===== src/rtl/mssc_map.svh =====
// Register offsets, field positions, reset values and timing counts of the strap and sideband block
`ifndef MSSC_MAP_SVH
`define MSSC_MAP_SVH

`define MSSC_ADDR_W 8
`define MSSC_OFS_GPIO_OE 8'h04
`define MSSC_OFS_GPIO_OUT 8'h08
`define MSSC_OFS_GPIO_IN 8'h0C
`define MSSC_OFS_NVM_CTRL 8'h10
`define MSSC_OFS_STRAP 8'h14
`define MSSC_OFS_CLKREQ 8'h18

`define MSSC_RST_GPIO_OE 8'h00
`define MSSC_RST_GPIO_OUT 8'h00
`define MSSC_RST_NVM_CTRL 3'h0

`define MSSC_NVM_CLK_BIT 0
`define MSSC_NVM_DOUT_BIT 1
`define MSSC_NVM_DOE_BIT 2
`define MSSC_NVM_DIN_BIT 3

`define MSSC_STRAP_NVM_EN_BIT 0
`define MSSC_STRAP_SMBUS_BIT 1
`define MSSC_STRAP_STATUS_BIT 2
`define MSSC_STRAP_PWR_BIT 3
`define MSSC_STRAP_DBG_EN_BIT 4
`define MSSC_STRAP_ADDR_LSB 8
`define MSSC_STRAP_DBG_SEL_LSB 16
`define MSSC_STRAP_DONE_BIT 31

`define MSSC_MGMT_ADDR_MSB 7
`define MSSC_MGMT_ADDR_LSB 5
`define MSSC_DBG_SEL_MSB 4

`define MSSC_SETTLE_CYCLES 2'h3

`endif


===== src/rtl/mssc_pkg.sv =====
// Types shared by the strap and sideband block
package mssc_pkg;

  typedef enum logic [0:0] {
    MSSC_ST_SETTLE,
    MSSC_ST_RUN
  } mssc_state_type;

  typedef enum logic [0:0] {
    MSSC_PROTO_I2C,
    MSSC_PROTO_SMBUS
  } mssc_proto_type;

endpackage


===== src/rtl/mssc_sync.sv =====
// Two-stage synchroniser for a vector of pin inputs
`timescale 1ns/1ps
module mssc_sync #(
  parameter int WIDTH = 1
) (
  input wire logic i_clock,
  input wire logic i_rst_b,
  input wire logic i_clock_en,
  input wire logic [WIDTH-1:0] i_async,
  output logic [WIDTH-1:0] o_sync
);

  genvar g_bit;
  generate
    for (g_bit = 0; g_bit < WIDTH; g_bit = g_bit + 1) begin : g_stage
      logic meta_reg;
      logic sync_reg;
      always_ff @(posedge i_clock or negedge i_rst_b) begin
        if (!i_rst_b) begin
          meta_reg <= 1'b0;
          sync_reg <= 1'b0;
        end else if (i_clock_en) begin
          meta_reg <= i_async[g_bit];
          sync_reg <= meta_reg;
        end
      end
      assign o_sync[g_bit] = sync_reg;
    end
  endgenerate

endmodule


===== src/rtl/mssc_top.sv =====
// Strap capture, sideband pins and register port of the packet switch
`timescale 1ns/1ps
`include "mssc_map.svh"
module mssc_top
  import mssc_pkg::*;
#(
  parameter int GPIO_W = 8,
  parameter int PORTS = 4
) (
  input wire logic i_clock,
  input wire logic i_rst_b,
  input wire logic i_clock_en,
  input wire logic [`MSSC_ADDR_W-1:0] i_reg_addr,
  input wire logic [31:0] i_reg_wdata,
  input wire logic i_reg_wr,
  input wire logic i_reg_rd,
  output logic [31:0] o_reg_rdata,
  output logic o_nvm_serial_clock,
  input wire logic i_nvm_serial_data,
  output logic o_nvm_serial_data,
  output logic o_nvm_serial_data_oe,
  input wire logic i_mgmt_bus_clock,
  input wire logic i_mgmt_bus_data,
  output logic o_mgmt_bus_data,
  output logic o_mgmt_bus_data_oe,
  input wire logic i_mgmt_data_drive_low,
  input wire logic i_mgmt_protocol_select,
  output logic o_mgmt_clock_in,
  output logic o_mgmt_data_in,
  output logic [2:0] o_mgmt_address,
  output logic o_mgmt_smbus_mode,
  input wire logic i_manufacturing_test,
  input wire logic i_scan_enable,
  output logic o_scan_enable,
  output logic o_scan_enable_oe,
  output logic o_scan_enable_in,
  input wire logic [GPIO_W-1:0] i_gpio,
  output logic [GPIO_W-1:0] o_gpio,
  output logic [GPIO_W-1:0] o_gpio_oe,
  input wire logic i_debug_enable_strap,
  output logic o_debug_mode,
  output logic [4:0] o_debug_select,
  input wire logic i_power_saving_select,
  output logic o_power_saving_enable,
  input wire logic i_status_or_substate_select,
  input wire logic [PORTS-1:0] i_port_status,
  output logic [PORTS-1:0] o_port_status_out,
  input wire logic [PORTS-1:0] i_clock_request_n,
  output logic [PORTS-1:0] o_refclk_pll_enable,
  output logic o_strap_done
);

  localparam int SYNC_W = GPIO_W + PORTS + 9;

  logic [SYNC_W-1:0] pin_async;
  logic [SYNC_W-1:0] pin_sync;
  logic [GPIO_W-1:0] gpio_sync;
  logic [PORTS-1:0] clkreq_n_sync;
  logic nvm_data_sync;
  logic mgmt_clock_sync;
  logic mgmt_data_sync;
  logic power_sync;
  logic select_sync;
  logic smbus_sync;
  logic debug_sync;
  logic scan_sync;
  logic test_sync;

  mssc_state_type state_reg;
  logic [1:0] settle_reg;
  logic nvm_enable_reg;
  mssc_proto_type proto_reg;
  logic status_mode_reg;
  logic power_strap_reg;
  logic debug_strap_reg;
  logic [2:0] addr_strap_reg;

  logic [GPIO_W-1:0] gpio_oe_reg;
  logic [GPIO_W-1:0] gpio_out_reg;
  logic [2:0] nvm_ctrl_reg;
  logic [31:0] rdata_next;
  logic [31:0] strap_word;

  assign pin_async = {i_gpio, i_clock_request_n, i_nvm_serial_data, i_mgmt_bus_clock, i_mgmt_bus_data,
                      i_power_saving_select, i_status_or_substate_select, i_debug_enable_strap,
                      i_scan_enable, i_manufacturing_test, i_mgmt_protocol_select};

  mssc_sync #(
    .WIDTH(SYNC_W)
  ) u_sync (
    .i_clock(i_clock),
    .i_rst_b(i_rst_b),
    .i_clock_en(i_clock_en),
    .i_async(pin_async),
    .o_sync(pin_sync)
  );

  assign gpio_sync = pin_sync[SYNC_W-1 -: GPIO_W];
  assign clkreq_n_sync = pin_sync[PORTS+8:9];
  assign nvm_data_sync = pin_sync[8];
  assign mgmt_clock_sync = pin_sync[7];
  assign mgmt_data_sync = pin_sync[6];
  assign power_sync = pin_sync[5];
  assign select_sync = pin_sync[4];
  assign debug_sync = pin_sync[3];
  assign scan_sync = pin_sync[2];
  assign test_sync = pin_sync[1];

  // Strap capture once the synchronisers have filled after reset
  always_ff @(posedge i_clock or negedge i_rst_b) begin
    if (!i_rst_b) begin
      state_reg <= MSSC_ST_SETTLE;
      settle_reg <= 2'h0;
    end else if (i_clock_en) begin
      case (state_reg)
        MSSC_ST_SETTLE: begin
          if (settle_reg == `MSSC_SETTLE_CYCLES) begin
            state_reg <= MSSC_ST_RUN;
          end else begin
            settle_reg <= settle_reg + 2'h1;
          end
        end
        MSSC_ST_RUN: begin
          state_reg <= MSSC_ST_RUN;
        end
        default: begin
          state_reg <= MSSC_ST_SETTLE;
        end
      endcase
    end
  end

  always_ff @(posedge i_clock or negedge i_rst_b) begin
    if (!i_rst_b) begin
      nvm_enable_reg <= 1'b0;
      proto_reg <= MSSC_PROTO_I2C;
      status_mode_reg <= 1'b0;
      power_strap_reg <= 1'b0;
      debug_strap_reg <= 1'b1;
      addr_strap_reg <= 3'h0;
    end else if (i_clock_en && state_reg == MSSC_ST_SETTLE && settle_reg == `MSSC_SETTLE_CYCLES) begin
      nvm_enable_reg <= nvm_data_sync;
      proto_reg <= smbus_sync ? MSSC_PROTO_SMBUS : MSSC_PROTO_I2C;
      status_mode_reg <= select_sync;
      power_strap_reg <= power_sync;
      debug_strap_reg <= debug_sync;
      addr_strap_reg <= gpio_sync[`MSSC_MGMT_ADDR_MSB:`MSSC_MGMT_ADDR_LSB];
    end
  end

  assign smbus_sync = pin_sync[0];

  // Register writes
  always_ff @(posedge i_clock or negedge i_rst_b) begin
    if (!i_rst_b) begin
      gpio_oe_reg <= `MSSC_RST_GPIO_OE;
      gpio_out_reg <= `MSSC_RST_GPIO_OUT;
      nvm_ctrl_reg <= `MSSC_RST_NVM_CTRL;
    end else if (i_clock_en && i_reg_wr) begin
      if (i_reg_addr == `MSSC_OFS_GPIO_OE) begin
        gpio_oe_reg <= i_reg_wdata[GPIO_W-1:0];
      end else if (i_reg_addr == `MSSC_OFS_GPIO_OUT) begin
        gpio_out_reg <= i_reg_wdata[GPIO_W-1:0];
      end else if (i_reg_addr == `MSSC_OFS_NVM_CTRL) begin
        nvm_ctrl_reg <= i_reg_wdata[`MSSC_NVM_DOE_BIT:`MSSC_NVM_CLK_BIT];
      end
    end
  end

  always_comb begin
    strap_word = 32'h0000_0000;
    strap_word[`MSSC_STRAP_NVM_EN_BIT] = nvm_enable_reg;
    strap_word[`MSSC_STRAP_SMBUS_BIT] = (proto_reg == MSSC_PROTO_SMBUS);
    strap_word[`MSSC_STRAP_STATUS_BIT] = status_mode_reg;
    strap_word[`MSSC_STRAP_PWR_BIT] = power_strap_reg;
    strap_word[`MSSC_STRAP_DBG_EN_BIT] = debug_strap_reg;
    strap_word[`MSSC_STRAP_ADDR_LSB +: 3] = addr_strap_reg;
    strap_word[`MSSC_STRAP_DBG_SEL_LSB +: 5] = o_debug_select;
    strap_word[`MSSC_STRAP_DONE_BIT] = (state_reg == MSSC_ST_RUN);
  end

  // Read decode, unmapped addresses read zero
  always_comb begin
    rdata_next = 32'h0000_0000;
    if (i_reg_addr == `MSSC_OFS_GPIO_OE) begin
      rdata_next[GPIO_W-1:0] = gpio_oe_reg;
    end else if (i_reg_addr == `MSSC_OFS_GPIO_OUT) begin
      rdata_next[GPIO_W-1:0] = gpio_out_reg;
    end else if (i_reg_addr == `MSSC_OFS_GPIO_IN) begin
      rdata_next[GPIO_W-1:0] = gpio_sync;
    end else if (i_reg_addr == `MSSC_OFS_NVM_CTRL) begin
      rdata_next[`MSSC_NVM_DOE_BIT:`MSSC_NVM_CLK_BIT] = nvm_ctrl_reg;
      rdata_next[`MSSC_NVM_DIN_BIT] = nvm_data_sync;
    end else if (i_reg_addr == `MSSC_OFS_STRAP) begin
      rdata_next = strap_word;
    end else if (i_reg_addr == `MSSC_OFS_CLKREQ) begin
      rdata_next[PORTS-1:0] = clkreq_n_sync;
      rdata_next[2*PORTS-1:PORTS] = o_refclk_pll_enable;
    end
  end

  always_ff @(posedge i_clock or negedge i_rst_b) begin
    if (!i_rst_b) begin
      o_reg_rdata <= 32'h0000_0000;
    end else if (i_clock_en) begin
      o_reg_rdata <= i_reg_rd ? rdata_next : 32'h0000_0000;
    end
  end

  // Memory serial pins, held idle and released while the strap is sampled or disabled
  always_ff @(posedge i_clock or negedge i_rst_b) begin
    if (!i_rst_b) begin
      o_nvm_serial_clock <= 1'b0;
      o_nvm_serial_data <= 1'b0;
      o_nvm_serial_data_oe <= 1'b0;
    end else if (i_clock_en) begin
      o_nvm_serial_clock <= nvm_enable_reg & nvm_ctrl_reg[`MSSC_NVM_CLK_BIT];
      o_nvm_serial_data <= nvm_ctrl_reg[`MSSC_NVM_DOUT_BIT];
      o_nvm_serial_data_oe <= nvm_enable_reg & nvm_ctrl_reg[`MSSC_NVM_DOE_BIT];
    end
  end

  // Management bus, open-drain data, clock only sampled
  always_ff @(posedge i_clock or negedge i_rst_b) begin
    if (!i_rst_b) begin
      o_mgmt_bus_data <= 1'b0;
      o_mgmt_bus_data_oe <= 1'b0;
      o_mgmt_clock_in <= 1'b1;
      o_mgmt_data_in <= 1'b1;
      o_mgmt_address <= 3'h0;
      o_mgmt_smbus_mode <= 1'b0;
    end else if (i_clock_en) begin
      o_mgmt_bus_data <= 1'b0;
      o_mgmt_bus_data_oe <= i_mgmt_data_drive_low;
      o_mgmt_clock_in <= mgmt_clock_sync;
      o_mgmt_data_in <= mgmt_data_sync;
      o_mgmt_address <= (proto_reg == MSSC_PROTO_SMBUS) ? addr_strap_reg : 3'h0;
      o_mgmt_smbus_mode <= (proto_reg == MSSC_PROTO_SMBUS);
    end
  end

  // Scan control pin
  always_ff @(posedge i_clock or negedge i_rst_b) begin
    if (!i_rst_b) begin
      o_scan_enable <= 1'b0;
      o_scan_enable_oe <= 1'b0;
      o_scan_enable_in <= 1'b0;
    end else if (i_clock_en) begin
      o_scan_enable <= 1'b0;
      o_scan_enable_oe <= ~test_sync;
      o_scan_enable_in <= test_sync & scan_sync;
    end
  end

  // General pins, outputs kept off until the straps are taken
  always_ff @(posedge i_clock or negedge i_rst_b) begin
    if (!i_rst_b) begin
      o_gpio <= `MSSC_RST_GPIO_OUT;
      o_gpio_oe <= `MSSC_RST_GPIO_OE;
    end else if (i_clock_en) begin
      o_gpio <= gpio_out_reg;
      o_gpio_oe <= (state_reg == MSSC_ST_RUN) ? gpio_oe_reg : `MSSC_RST_GPIO_OE;
    end
  end

  // Debug mode and power saving
  always_ff @(posedge i_clock or negedge i_rst_b) begin
    if (!i_rst_b) begin
      o_debug_mode <= 1'b0;
      o_debug_select <= 5'h00;
      o_power_saving_enable <= 1'b0;
      o_strap_done <= 1'b0;
    end else if (i_clock_en) begin
      o_debug_mode <= ~debug_strap_reg;
      o_debug_select <= debug_strap_reg ? 5'h00 : gpio_sync[`MSSC_DBG_SEL_MSB:0];
      o_power_saving_enable <= power_strap_reg;
      o_strap_done <= (state_reg == MSSC_ST_RUN);
    end
  end

  // Per-port status or clock-request handling
  genvar g_port;
  generate
    for (g_port = 0; g_port < PORTS; g_port = g_port + 1) begin : g_port_ctl
      always_ff @(posedge i_clock or negedge i_rst_b) begin
        if (!i_rst_b) begin
          o_port_status_out[g_port] <= 1'b0;
          o_refclk_pll_enable[g_port] <= 1'b1;
        end else if (i_clock_en) begin
          o_port_status_out[g_port] <= status_mode_reg & i_port_status[g_port];
          o_refclk_pll_enable[g_port] <= status_mode_reg | ~clkreq_n_sync[g_port];
        end
      end
    end
  endgenerate

endmodule


===== config.mk =====
export PLATFORM = sky130hd
export DESIGN_NAME = mssc_top
export DESIGN_NICKNAME = d
export VERILOG_FILES = /design/src/rtl/mssc_pkg.sv /design/src/rtl/mssc_sync.sv /design/src/rtl/mssc_top.sv
export VERILOG_INCLUDE_DIRS = /design/src /design/src/rtl
export SDC_FILE = /design/constraint.sdc
export NUM_CORES = 1
export LEC_CHECK = 0
export BUFFER_PORTS_ARGS = -buffer_cell sky130_fd_sc_hd__buf_2
export CORE_MARGIN = 8
export CORE_UTILIZATION = 45
export DETAILED_ROUTE_END_ITERATION = 12
export HOLD_SLACK_MARGIN = 0.12
export PLACE_DENSITY = 0.7
export SLEW_MARGIN = 20
export SYNTH_ARGS = -nofsm -noshare
export SYNTH_HDL_FRONTEND = slang
export SYNTH_SLANG_ARGS = --single-unit

===== constraint.sdc =====
create_clock -name i_clock -period 1.85 [get_ports i_clock]
set_input_delay 0.37 -clock i_clock [delete_from_list [all_inputs] [get_ports i_clock]]
set_output_delay 0.37 -clock i_clock [all_outputs]
set_load 0.05 [all_outputs]

==> results.tsv <==
metric	value	unit
Compound-Gate Fraction of Synth Area	8.887	%
area of the multi-input gates	0.002062	sq mm
die width	128.4	microns
final estimated routing congestion in global placement	0.8368	
WP data arrival	1960	ps
antenna viol nets, final	0	
VDD IR max	0.7948	mV
worst min path class	in2reg	
Worst setup EP type	flip-flop	
Synth top area share	55.43	%
Leak	3.396	nW
worst-path fanout max	8	
Total GRT Usage	16.83	%
first drt pass iteration count	4	
post-DP HPWL	9.693	mm
core area	0.01247	sq mm
Netlist cell types	53	
placed insts	731	
fraction of final layout cells with drive strength greater than 1	43.41	%
Tmin final	1670	ps
Num CTS Buffers	17	
global route overflow	0	
Ys Warns	0	
WL/cell	17.49	microns
Post-CTS Setup Repair Bufs	0	
post-synthesis register bit count	133	
CTS Root Cell	clkbuf_16	
RSZ-0062 raised after global routing	no	
initial antenna violation count	1	
Hold Vio Cnt, Final	0	
run status	finished, final reports clean	
total number of vias	3905	
H-tree Lvls	4	
# nets final	651	
Crit Path Class	in2reg	
Initial Util	45.63	%
first-pass GRT wire length	21.58	mm
die height	128.4	microns
Routed WL	13.36	mm
post-synthesis sequential area ratio	58.67	%
Clock Pin Slew Worst Setup and Hold Paths	50	ps
die area	0.01649	sq mm
Pwr per Cell Area	1210	mW/mm^2
via density per instance	5.111	
DRT iter0 DRCs	255	
Top FF cell, synth	dfrtp_1	
Cells after Synth	456	
I/O pin total	149	
ys async rst share	100.0	%
Port Buf Inserts	107	
Max-cap violations	0	
Post-Synth XOR/XNOR Area	0.1540	%
number of diodes	0	
post-synthesis mux area share	16.63	%
# setup viols final	0	
Final Util	56.87	%
post-synth top area cell	dfrtp_1	
Setup TNS	0	ps
Critical Path Start Type	primary input	
Cell Area, Synth	0.005688	sq mm
Fmax	598.9	MHz
final max-slew violation count	0	
# rows	41	
Worst Skew	8.539	ps
P&R area growth vs syn	24.64	%
clk_lat worst skew	420	ps
CTS Buffer Depth	2	
Post-synth EDFFs	0	
Post-Synth Simple-Gate Area	9.151	%
Worst EP required	2140	ps
Area contributors post-synth	dfrtp_1 (55%), mux2_2 (17%), dfstp_2 (3.2%)	
vias in the first global route	4193	
register area	0.003337	sq mm
CTS Sinks	133	
Cell Count, Final, Fillers Out	764	
# DRC	0	
Avg Cell Area, Syn	12.47	sq um
fin crit share	90.25	%
CTS tree	yes	
FILL cells	1074	
Synth Area in Adders	0.2200	%
main combinational cell family by area after synthesis	multiplexers	
largest net degree at the start of global routing	64	
Worst R2R Setup Slack	340	ps
[cells in the mapped netlist, drive strengths merged, types with 7 or more instances]
library cell	n
a22o	9
inv	28
buf	28
nor2	9
nand3b	8
mux2	84
nor2b	7
nand2	14
nand3	22
dfstp	7
o21ai	32
clkbuf	16
nand2b	7
dfrtp	126
[logic make-up after synthesis]
group,count (synthesis)
xor gates and xnor gates,1
AOI/OAI and AO/OA,76
and+or+nand+nor,88
muxes,84
other,1
buffers and inverters,72
DFF,133
adders and majority gates,1
[where the power goes]
| group | leakage, nW | total (W) | switching [W] | internal (W) |
|---|---|---|---|---|
| sequential | 1.69 | 0.00362 | 0.000308 | 0.00331 |
| combinational | 1.41 | 0.00153 | 0.00103 | 0.000498 |
| clock | 0.294 | 0.00343 | 0.00119 | 0.00224 |
[timing repair]
item / 4_1_cts / 5_1_grt
hold endpoints to repair: 42 / 0
resized for setup: 0 / 0
hold buffers: 1 / 0
[per-stage QoR]
stage / total power [W] / setup slack (ps) / instance area, sq um / hold WS, ps
after floorplan: 0.004718 / 23.01 / 5753 / 74.41
final: 0.008575 / 180.4 / 7089 / 187.3
after global placement: 0.005154 / -147.5 / 6481 / 323.3
after CTS: 0.008664 / 215.6 / 7089 / 172.7
after global routing: 0.008951 / 153.7 / 7089 / 184.6
after detailed placement: 0.005213 / -195.2 / 6481 / 327.1
[worst max-delay path, cell delays in order]
cell and delay [ps]:
buf_2 100, or3_1 480, nor3_2 250, and4_1 220
buf_4 180, mux2_2 350
[worst paths after layout]
path                                        startpoint                          to  cells after the start
max                                      i_reg_addr[5]             gpio_out_reg[5]                      6
min                        i_status_or_substate_select  u_sync.g_stage[4].meta_reg                      2
max reg2reg                            status_mode_reg              o_reg_rdata[2]                      4
min reg2reg                 u_sync.g_stage[9].sync_reg      o_refclk_pll_enable[0]                      1
max in group asynchronous                      i_rst_b             o_reg_rdata[18]                      3
min in group asynchronous                      i_rst_b          o_mgmt_bus_data_oe                      2
[per-layer routing]
metal / track usage, % / up-vias / part of all wire, %
met1: 19.76 / 1940 / 42
li1: - / 1826 / -
met4: 6.643 / 2 / 1.8
met3: 6.082 / 19 / 8.8
met5: 0 / - / 0.097
met2: 27.61 / 118 / 48
[final cells by class]
type | count | area share, %
Inverter | 28 | 1.483
Timing Repair Buffer | 132 | 10.89
Clock inverter | 11 | 2.224
Multi-Input combinational cell | 267 | 29.09
Sequential cell | 133 | 47.07
Tap cell | 172 | 3.036
Clock buffer | 21 | 6.212
[cells in the final DEF, fill, tap and decap left out, types with 5 or more instances in the layout]
master / n
buf_4: 22
clkbuf_16: 17
nor2_1: 9
buf_2: 105
nand3b_1: 8
nor2b_1: 7
nand3_1: 21
inv_1: 28
dfrtp_1: 126
nand2b_1: 7
nand2_1: 14
o21ai_0: 31
a22o_1: 9
conb_1: 17
clkinv_2: 6
dfstp_2: 7
mux2_2: 84
a22oi_1: 5
Power figures use the tool's default switching activity.
